File: config.mk
export PLATFORM = sky130hd
export DESIGN_NAME = or_return_rotate_exec
export DESIGN_NICKNAME = d
export VERILOG_FILES = /design/src/design/exec_pkg.sv /design/src/design/or_return_rotate_exec.sv
export SDC_FILE = /design/constraint.sdc
export NUM_CORES = 1
export LEC_CHECK = 0
export CELL_PAD_IN_SITES_DETAIL_PLACEMENT = 1
export CELL_PAD_IN_SITES_GLOBAL_PLACEMENT = 1
export CORE_ASPECT_RATIO = 0.8
export CORE_MARGIN = 10
export CORE_UTILIZATION = 40
export CTS_CLUSTER_DIAMETER = 100
export DETAILED_ROUTE_END_ITERATION = 8
export DONT_BUFFER_PORTS = 1
export GPL_ROUTABILITY_DRIVEN = 0
export PLACE_DENSITY_LB_ADDON = 0.12
export SLEW_MARGIN = 40
export SYNTH_ARGS = -nofsm -noshare
export SYNTH_HDL_FRONTEND = slang
export SYNTH_SLANG_ARGS = --single-unit
export TNS_END_PERCENT = 100
File: constraint.sdc
create_clock -name clk -period 3.4 [get_ports clk]
set_input_delay 0.34 -clock clk [delete_from_list [all_inputs] [get_ports clk]]
set_output_delay 0.34 -clock clk [all_outputs]
set_load 0.02 [all_outputs]
File: src/design/exec_pkg.sv
// Package with operation codes and widths for the return/OR/rotate executor
package exec_pkg;
	localparam int DATA_W = 8;
	localparam int ADDR_W = 8;
	localparam int PC_W   = 13;
	localparam int MSB    = 7;

	typedef enum logic [2:0] {
		OP_NONE      = 3'b000,
		OP_OR_IMM    = 3'b001,
		OP_OR_MEM    = 3'b010,
		OP_SUB_RETURN = 3'b011,
		OP_RETURN_IMM = 3'b100,
		OP_IRQ_RETURN = 3'b101,
		OP_ROT_LEFT  = 3'b110
	} op_type;

	typedef enum logic [1:0] {
		ST_IDLE  = 2'b00,
		ST_READ  = 2'b01,
		ST_WRITE = 2'b10
	} state_type;

	localparam logic [7:0] ZERO_BYTE = 8'h00;
	localparam logic [7:0] ACCUM_RESET = 8'h00;
	localparam logic [12:0] PC_RESET = 13'h0000;
endpackage

File: src/design/or_return_rotate_exec.sv
// Executor for OR, return and rotate-left instructions of an 8-bit core
//
// How it works
// - OR immediate ORs the accumulator with the operand and updates only zero.
// - OR to memory writes accumulator OR byte back to memory, zero updated.
// - Plain return pops the stack into the program counter, flags untouched.
// - Return with immediate pops the counter and sets accumulator to operand.
// - Return from interrupt pops the counter and sets master irq enable.
// - A pending interrupt on that return is serviced before main code resumes.
// - Rotate left moves bit 7 into bit 0, writes memory back, flags untouched.
`timescale 1ns/1ps

module or_return_rotate_exec
	import exec_pkg::*;
(
	input  wire logic              clk,
	input  wire logic              srst,
	input  wire logic              op_valid,
	input  wire op_type            op_code,
	input  wire logic [DATA_W-1:0] op_imm,
	input  wire logic [ADDR_W-1:0] op_addr,
	input  wire logic [PC_W-1:0]   stack_top,
	input  wire logic              irq_pending,
	input  wire logic [DATA_W-1:0] mem_rdata,
	output logic                   op_ready,
	output logic                   op_done,
	output logic [DATA_W-1:0]      accumulator_reg,
	output logic                   zero_flag,
	output logic                   master_irq_enable,
	output logic [PC_W-1:0]        pc_load_value,
	output logic                   pc_load,
	output logic                   stack_pop,
	output logic                   irq_take,
	output logic [ADDR_W-1:0]      mem_addr,
	output logic                   mem_rd,
	output logic                   mem_wr,
	output logic [DATA_W-1:0]      mem_wdata
);

	// ==========================================================
	// State
	state_type         state, next_state;
	op_type            held_op, next_held_op;
	logic [DATA_W-1:0] next_accumulator_reg;
	logic              next_zero_flag;
	logic              next_master_irq_enable;
	logic [PC_W-1:0]   next_pc_load_value;
	logic              next_pc_load;
	logic              next_stack_pop;
	logic              next_irq_take;
	logic [ADDR_W-1:0] next_mem_addr;
	logic              next_mem_rd;
	logic              next_mem_wr;
	logic [DATA_W-1:0] next_mem_wdata;
	logic              next_op_done;
	logic              next_op_ready;
	logic [DATA_W-1:0] or_imm_res;
	logic [DATA_W-1:0] or_mem_res;
	logic [DATA_W-1:0] rot_res;

	assign or_imm_res = accumulator_reg | op_imm;
	assign or_mem_res = accumulator_reg | mem_rdata;
	assign rot_res = {mem_rdata[MSB-1:0], mem_rdata[MSB]};

	// ==========================================================
	// Next-value logic
	always_comb begin
		next_state             = state;
		next_held_op           = held_op;
		next_accumulator_reg   = accumulator_reg;
		next_zero_flag         = zero_flag;
		next_master_irq_enable = master_irq_enable;
		next_pc_load_value     = pc_load_value;
		next_pc_load           = 1'b0;
		next_stack_pop         = 1'b0;
		next_irq_take          = 1'b0;
		next_mem_addr          = mem_addr;
		next_mem_rd            = 1'b0;
		next_mem_wr            = 1'b0;
		next_mem_wdata         = mem_wdata;
		next_op_done           = 1'b0;
		next_op_ready          = op_ready;
		unique case (state)
			ST_IDLE: begin
				if (op_valid && op_ready) begin
					unique case (op_code)
						OP_OR_IMM: begin
							next_accumulator_reg = or_imm_res;
							next_zero_flag = (or_imm_res == ZERO_BYTE);
							next_op_done = 1'b1;
						end
						OP_SUB_RETURN, OP_RETURN_IMM, OP_IRQ_RETURN: begin
							next_pc_load_value = stack_top;
							next_pc_load = 1'b1;
							next_stack_pop = 1'b1;
							next_op_done = 1'b1;
							if (op_code == OP_RETURN_IMM) begin
								next_accumulator_reg = op_imm;
							end
							if (op_code == OP_IRQ_RETURN) begin
								next_master_irq_enable = 1'b1;
								// Pending request vectors before main resumes
								next_irq_take = irq_pending;
							end
						end
						OP_OR_MEM, OP_ROT_LEFT: begin
							// Read first, modify and write two cycles later
							next_held_op = op_code;
							next_mem_addr = op_addr;
							next_mem_rd = 1'b1;
							next_op_ready = 1'b0;
							next_state = ST_READ;
						end
						default: begin
							next_op_done = 1'b1;
						end
					endcase
				end
			end
			ST_READ: begin
				next_state = ST_WRITE;
			end
			ST_WRITE: begin
				next_mem_wr = 1'b1;
				if (held_op == OP_OR_MEM) begin
					next_mem_wdata = or_mem_res;
					next_zero_flag = (or_mem_res == ZERO_BYTE);
				end else begin
					next_mem_wdata = rot_res;
				end
				next_op_done = 1'b1;
				next_op_ready = 1'b1;
				next_state = ST_IDLE;
			end
			default: begin
				next_state = ST_IDLE;
				next_op_ready = 1'b1;
			end
		endcase
	end

	// ==========================================================
	// Registers
	always_ff @(posedge clk) begin
		if (srst) begin
			state             <= ST_IDLE;
			held_op           <= OP_NONE;
			accumulator_reg   <= ACCUM_RESET;
			zero_flag         <= 1'b0;
			master_irq_enable <= 1'b0;
			pc_load_value     <= PC_RESET;
			pc_load           <= 1'b0;
			stack_pop         <= 1'b0;
			irq_take          <= 1'b0;
			mem_addr          <= '0;
			mem_rd            <= 1'b0;
			mem_wr            <= 1'b0;
			mem_wdata         <= ZERO_BYTE;
			op_done           <= 1'b0;
			op_ready          <= 1'b1;
		end else begin
			state             <= next_state;
			held_op           <= next_held_op;
			accumulator_reg   <= next_accumulator_reg;
			zero_flag         <= next_zero_flag;
			master_irq_enable <= next_master_irq_enable;
			pc_load_value     <= next_pc_load_value;
			pc_load           <= next_pc_load;
			stack_pop         <= next_stack_pop;
			irq_take          <= next_irq_take;
			mem_addr          <= next_mem_addr;
			mem_rd            <= next_mem_rd;
			mem_wr            <= next_mem_wr;
			mem_wdata         <= next_mem_wdata;
			op_done           <= next_op_done;
			op_ready          <= next_op_ready;
		end
	end

	// ==========================================================
	// Checks
	or_imm_a: assert property (@(posedge clk) disable iff (srst)
		op_valid && op_ready && state == ST_IDLE && op_code == OP_OR_IMM
		|=> accumulator_reg == ($past(accumulator_reg) | $past(op_imm))
		&& zero_flag == (accumulator_reg == ZERO_BYTE))
		else $error("or immediate result wrong");

	or_mem_a: assert property (@(posedge clk) disable iff (srst)
		state == ST_WRITE && held_op == OP_OR_MEM
		|=> mem_wr && mem_wdata == ($past(accumulator_reg) | $past(mem_rdata))
		&& $stable(accumulator_reg))
		else $error("or to memory result wrong");

	sub_return_a: assert property (@(posedge clk) disable iff (srst)
		op_valid && op_ready && state == ST_IDLE && op_code == OP_SUB_RETURN
		|=> pc_load && stack_pop && pc_load_value == $past(stack_top)
		&& $stable(zero_flag) && $stable(accumulator_reg))
		else $error("return did not pop counter");

	return_imm_a: assert property (@(posedge clk) disable iff (srst)
		op_valid && op_ready && state == ST_IDLE && op_code == OP_RETURN_IMM
		|=> pc_load && accumulator_reg == $past(op_imm) && $stable(zero_flag))
		else $error("return with immediate wrong");

	irq_return_a: assert property (@(posedge clk) disable iff (srst)
		op_valid && op_ready && state == ST_IDLE && op_code == OP_IRQ_RETURN
		|=> master_irq_enable && pc_load && stack_pop)
		else $error("irq return did not enable");

	pending_take_a: assert property (@(posedge clk) disable iff (srst)
		op_valid && op_ready && state == ST_IDLE && op_code == OP_IRQ_RETURN
		&& irq_pending |=> irq_take)
		else $error("pending irq not taken");

	rot_left_a: assert property (@(posedge clk) disable iff (srst)
		state == ST_WRITE && held_op == OP_ROT_LEFT
		|=> mem_wr && mem_wdata == {$past(mem_rdata[MSB-1:0]),
		$past(mem_rdata[MSB])} && $stable(zero_flag))
		else $error("rotate left result wrong");

	rmw_seq_a: assert property (@(posedge clk) disable iff (srst)
		mem_rd |=> !mem_wr ##1 mem_wr && $stable(mem_addr))
		else $error("read-modify-write order wrong");

endmodule

==> flow_summary.yaml, run 1 <==
synthesis:
  synth-edff-count: 0
  ys_async_sr_fraction_pct: 0
  post_synth_fa_ha_maj_area_fraction_pct: 0
  ranking_of_synthesized_cells_by_area: "sky130_fd_sc_hd__dfxtp_1 48%, sky130_fd_sc_hd__mux2i_1 6.2%, sky130_fd_sc_hd__nand2_1 4.8%"
  synth_cell_count_leaders: "50 x sky130_fd_sc_hd__dfxtp_1, 27 x sky130_fd_sc_hd__nand2_1, 22 x sky130_fd_sc_hd__nor2_1"
  synth_warnings: 0
  synth_compound_gate_area_share_pct: 14.7
  ys_ff_latch: 50
  synth_top_area_cell: "sky130_fd_sc_hd__dfxtp_1"
  synth_area_per_cell_sq_um: 9.24
  synth_top_family_by_area: "simple AND/OR/NAND/NOR gates"
  fraction_of_synthesized_area_in_multiplexers_pct: 6.18
  synth_cells: 228
  synth.lib_cells_used.distinct: 35
  post_synth_xor_area_fraction_pct: 0
  yosysTopAreaCellShare_pct: 47.5
  synth-simple-area-share_pct: 27.3
  synth_flop_cell: "sky130_fd_sc_hd__dfxtp_1"
  share_of_the_yosys_chip_area_belonging_to_registers_pct: 47.5
  synth_fp_nets: 272
  syn_area_sq_um: 2110
  synth_most_common_cell: "sky130_fd_sc_hd__dfxtp_1"
cts:
  cts_htree_levels: 2
  cts_setup_buffers: 0
  cts.path.max_buffers: 2
  clock-root-buffer: "sky130_fd_sc_hd__clkbuf_8"
  clk_transition_reported_paths_ps: 90
  cts_hold_buf: 0
  clock_insertion_delay_worst_skew_ps: 300
  tritoncts: "done"
  numClockSinks: 50
  tritoncts.num_buffers: 5
  post_cts_resized: 0
sta:
  rsz_0062_raised_after_global_routing: "false"
  fin_crit_sh_pct: 52.0
  final-max-slew-violation-count: 0
  maximum_clock_skew_at_final_layout_ps: 8.55
  final-hold-violation-count: 0
  fin_hold_ws_ps: 97.7
  setup_slack_ps: 1630
  setup_viol: 0
  final.setup.tns_ps: 0
  achievable-frequency_mhz: 565
  minimum_period_implied_by_the_final_worst_setup_slack_ps: 1770
  worst_slew_pin_slew_ps: 761
  slew-limit-headroom_pct: 49.1
placement:
  pre_cts_ws_ps: 1640
  portBuffers: 0
  dpl.hpwl_um: 4920
finish:
  largest_register_ff_count: 13
  layout_net_count: 265
  registers.top_by_ff_count: "pc_load_value"
  n_antenna_cell: 0
  n_fill_cell: 590
  layout.core_utilization_pct: 43.6
  area.growth.synth_to_final_pct: 4.87
  fraction_of_final_layout_cells_with_drive_strength_greater_than_1_pct: 6.76
floorplan:
  dieHeight_um: 84.9
  x_dimension_of_the_die_um: 101
  core_region_area_sq_um: 5060
  core.rowCount: 23
  ioPinCount: 90
  floorplan.initialDensity_pct: 41.6
  die_area_sq_um: 8580
job:
  max_cap_violations: 0
critical_path:
  cp_max_fo: 11
  worstSetupStartpointType: "register"
  r2r-end: "mem_addr[3]$_SDFFE_PP0P_"
  r2r_cells: 4
  worstPathRequired_ps: 3630
  cp_data_arrival_time_ps: 2000
  r2r_start: "op_ready$_SDFFE_PP1P_"
  critPathKind: "reg2reg"
  r2r_slack_ps: 1630
  worst_setup_path_end_kind: "register"
pwr:
  pwr_density_cell_nw_per_um2: 520
  leakagePower_nw: 0.705
  power.ir.vdd_worst_v: 0.000289
drt:
  first_pass_iters: 4
  wl_um: 6430
  drtIter0Drc: 56
  ant_nets: 0
  route.detailed.vias_per_inst: 6.01
  wire_per_inst_um: 22.6
  dr_total_vias: 1706
  remaining_drc_errors: 0
hold_path:
  holdCritStartpoint: "srst"
  timing.hold.worst_endpoint: "mem_wdata[0]$_SDFFE_PP0P_"
  instance_count_along_the_most_critical_hold_path: 1
  worstHoldPathType: "in2reg"
grt:
  grt_antenna_before_repair: 0
  grt.total_usage_pct: 14.2
  grt_max_degree: 49
  grt-ovfl-total: 0
  first_global_vias: 1796
  grt_pass1_wl_um: 9680
status:
  outcome: "complete, no violations"
[cell usage in the layout (no fill, tap or decap), drive strengths merged, types with 5 or more instances in the layout]
master / count
o211ai: 8
nor3b: 5
a22oi: 9
nand3b: 9
a31oi: 8
nand2b: 11
or3: 8
clkbuf: 7
mux2i: 13
nand2: 28
nor4: 5
nor2: 22
a21oi: 20
dfxtp: 50
[cell type report]
type / instances / area (sq um) / area share, %
Inverter: 2 / 7.51 / 0.340
Clock inverter: 1 / 30.0 / 1.36
Multi-Input combinational cell: 162 / 1020 / 46.0
Clock buffer: 7 / 76.3 / 3.46
Tap cell: 62 / 77.6 / 3.51
Sequential cell: 50 / 1000 / 45.3
[metrics by stage]
stage / power [W] / instance area, sq um / std cells
floorplan: 0.000740 / 2110 / 228
global placement: 0.000742 / 2100 / 276
detailed placement: 0.000751 / 2100 / 276
CTS: 0.00116 / 2210 / 284
global route: 0.00120 / 2210 / 284
finish: 0.00115 / 2210 / 284
[worst max-delay path by stage]
stage / start / cells after the start / endpoint / slack, ps
floorplan: op_ready$_SDFFE_PP1P_ / 5 / pc_load_value[10]$_SDFFE_PP0P_ / 1970
global placement: op_ready$_SDFFE_PP1P_ / 3 / op_ready$_SDFFE_PP1P_ / 1730
detailed placement: op_ready$_SDFFE_PP1P_ / 4 / mem_addr[3]$_SDFFE_PP0P_ / 1640
CTS: op_ready$_SDFFE_PP1P_ / 4 / mem_addr[3]$_SDFFE_PP0P_ / 1610
global route: op_ready$_SDFFE_PP1P_ / 4 / mem_addr[3]$_SDFFE_PP0P_ / 1500
finish: op_ready$_SDFFE_PP1P_ / 4 / mem_addr[3]$_SDFFE_PP0P_ / 1630
[worst max-delay path: stages (launching register included)]
cell and delay (ps):
sky130_fd_sc_hd__dfxtp_1 550, sky130_fd_sc_hd__nand4bb_4 210, sky130_fd_sc_hd__nor2_1 640, sky130_fd_sc_hd__nand2_1 140, sky130_fd_sc_hd__a21oi_1 160
[logic make-up (layout without fill, tap and decap cells)]
kind of cell,count (synthesis),in the layout
multiplexers,13,13
flip-flops,50,50
AO/OA/AOI/OAI,48,48
AND/OR/NAND/NOR,101,101
buffers and inverters,16,10
[layer usage]
layer	track usage [%]	routed length [um]	vias to the layer above
met5	0	0	-
met4	4.30	70	0
met3	7.86	790	10
met2	24.9	3290	76
met1	13.9	2270	829
li1	-	-	791
[report_power, final]
part / internal, W / total, W / switching, W
Sequential: 0.000608 / 0.000658 / 0.0000501
Clock: 0.000220 / 0.000412 / 0.000192
Combinational: 0.0000375 / 0.0000775 / 0.0000400
(Power assumes the default switching activity.)
==> run 2, diff against run 1 <==
==> constraint.sdc (replaced) <==
create_clock -name clk -period 1.5 [get_ports clk]
set_input_delay 0.15 -clock clk [delete_from_list [all_inputs] [get_ports clk]]
set_output_delay 0.15 -clock clk [all_outputs]
set_load 0.02 [all_outputs]
==> run 2 against run 1 <==
  * Register-to-register slack got worse by 1500 ps
  * Clock skew down 5.4 ps
  * Largest cell class unchanged
  * Design area increased by 11%
  * Combinational power grew to 3.4 times the previous value
  * Final cell count increased by 7.7%
  * Clock power is 130% higher
  * Utilization grew 4.9 points
  * Via count is 1.9% higher
==> flow_summary.yaml, run 2 (synthesis results as in run 1) <==
drt:
  wire_per_inst_um: 21.2
  route.detailed.vias_per_inst: 5.68
  drtIter0Drc: 62
  remaining_drc_errors: 0
  dr_total_vias: 1739
  ant_nets: 0
  first_pass_iters: 4
  wl_um: 6500
critical_path:
  r2r_start: "held_op[2]$_SDFFE_PP0P_"
  worstPathRequired_ps: 1690
  worst_setup_path_end_kind: "register"
  r2r_cells: 4
  r2r-end: "mem_wdata[0]$_SDFFE_PP0P_"
  cp_max_fo: 8
  worstSetupStartpointType: "register"
  cp_data_arrival_time_ps: 1600
  critPathKind: "reg2reg"
  r2r_slack_ps: 80
finish:
  layout_net_count: 287
  fraction_of_final_layout_cells_with_drive_strength_greater_than_1_pct: 13.5
  layout.cells.most_common: "sky130_fd_sc_hd__dfxtp_1"
  most_frequent_cells_in_the_layout: "47 x sky130_fd_sc_hd__dfxtp_1, 26 x sky130_fd_sc_hd__nand2_1, 21 x sky130_fd_sc_hd__nor2_1, 19 x sky130_fd_sc_hd__a21oi_1, 13 x sky130_fd_sc_hd__mux2i_1"
  largest_register_ff_count: 13
  n_antenna_cell: 0
  registers.top_by_ff_count: "pc_load_value"
  area.growth.synth_to_final_pct: 16.7
cts:
  clk_transition_reported_paths_ps: 90
  cts_htree_levels: 2
  cts.path.max_buffers: 2
  clock_insertion_delay_worst_skew_ps: 290
  tritoncts: "done"
  tritoncts.num_buffers: 5
  clock-root-buffer: "sky130_fd_sc_hd__clkbuf_8"
  numClockSinks: 50
hold_path:
  worstHoldPathType: "in2reg"
  instance_count_along_the_most_critical_hold_path: 2
  timing.hold.worst_endpoint: "pc_load_value[2]$_SDFFE_PP0P_"
  holdCritStartpoint: "stack_top[2]"
placement:
  dpl.hpwl_um: 4950
  portBuffers: 0
sta:
  achievable-frequency_mhz: 707
  slew-limit-headroom_pct: 71.9
  maximum_clock_skew_at_final_layout_ps: 3.15
  final-hold-violation-count: 0
  setup_viol: 0
  minimum_period_implied_by_the_final_worst_setup_slack_ps: 1420
  worst_slew_pin_slew_ps: 418
  fin_crit_sh_pct: 94.4
  final-max-slew-violation-count: 0
  final.setup.tns_ps: 0
  rsz_0062_raised_after_global_routing: "false"
grt:
  grt.total_usage_pct: 14.7
  grt-ovfl-total: 0
  grt_max_degree: 47
  grt_antenna_before_repair: 0
  first_global_vias: 1852
  grt_pass1_wl_um: 10100
status:
  outcome: "complete, no violations"
pwr:
  leakagePower_nw: 0.818
  power.total_w: 0.00267
  pwr_density_cell_nw_per_um2: 1090
  power.ir.vdd_worst_v: 0.000932
floorplan:
  ioPinCount: 90
  die_area_sq_um: 8580
  x_dimension_of_the_die_um: 101
  dieHeight_um: 84.9
  core_region_area_sq_um: 5060
  core.rowCount: 23
  floorplan.initialDensity_pct: 41.6
job:
  max_cap_violations: 0
[run 2: changes by cell type in the layout (fill, tap and decap cells not counted), moves of 3 or more]
cell / delta
sky130_fd_sc_hd__buf_12: +3
sky130_fd_sc_hd__dlygate4sd3_1: +12
sky130_fd_sc_hd__dfxtp_1: -3
sky130_fd_sc_hd__buf_4: +7
sky130_fd_sc_hd__dfxtp_2: +3
[run 2: final cells by class]
class                           count  area [sq um]
Fill cell                         575          2610
Multi-Input combinational cell    162          1020
Sequential cell                    50          1000
Timing Repair Buffer               22           233
Tap cell                           62          77.6
Clock buffer                        6          72.6
Clock inverter                      2          37.5
Inverter                            2          7.51
[run 2: worst max path at each step]
stage	depth (start not counted)	slack [ps]	end	from
2_1_floorplan	5	70	pc_load_value[10]$_SDFFE_PP0P_	op_ready$_SDFFE_PP1P_
3_3_place_gp	4	120	mem_wdata[3]$_SDFFE_PP0P_	held_op[2]$_SDFFE_PP0P_
3_5_place_dp	4	20	accumulator_reg[6]$_SDFFE_PP0P_	op_ready$_SDFFE_PP1P_
4_1_cts	4	8	accumulator_reg[6]$_SDFFE_PP0P_	op_ready$_SDFFE_PP1P_
5_1_grt	4	9	mem_wdata[4]$_SDFFE_PP0P_	held_op[2]$_SDFFE_PP0P_
6_report	4	80	mem_wdata[0]$_SDFFE_PP0P_	held_op[2]$_SDFFE_PP0P_
[run 2: report_power, final]
part | switching (W) | total (W) | internal (W)
sequential | 0.000104 | 0.00148 | 0.00138
combinational | 0.000129 | 0.000262 | 0.000133
clock | 0.000431 | 0.000929 | 0.000498
total | 0.000664 | 0.00267 | 0.00201
[run 2: metrics by stage]
stage	hold WS, ps	cell area [sq um]	instances	utilization [%]	setup slack [ps]
after floorplan	274	2110	228	-	73.5
after global placement	226	2170	284	42.9	124
after detailed placement	227	2170	284	42.9	24.3
after CTS	1.78	2400	303	47.5	8.03
after global routing	2.84	2460	306	48.5	8.63
final	8.34	2460	306	48.5	84.6
[run 2: metal layers]
metal,part of all wire (%),global-route usage (%)
met1,38,16.1
met2,49,24.5
met3,12,7.13
met4,1.6,4.17
met5,0,0
[run 2: repair_timing]
action / CTS / global route
buffers inserted: 0 / 1
endpoints found under the hold margin: 46 / 2
hold buffers: 11 / 2
gates resized for setup: 0 / 7
setup endpoints to repair: 0 / 20
[run 2: worst max-delay path, stage by stage, from the launching register on]
cell and delay [ps]:
sky130_fd_sc_hd__dfxtp_1 340, sky130_fd_sc_hd__or3b_4 440, sky130_fd_sc_hd__or3_1 330, sky130_fd_sc_hd__o211ai_1 110, sky130_fd_sc_hd__a21oi_1 90
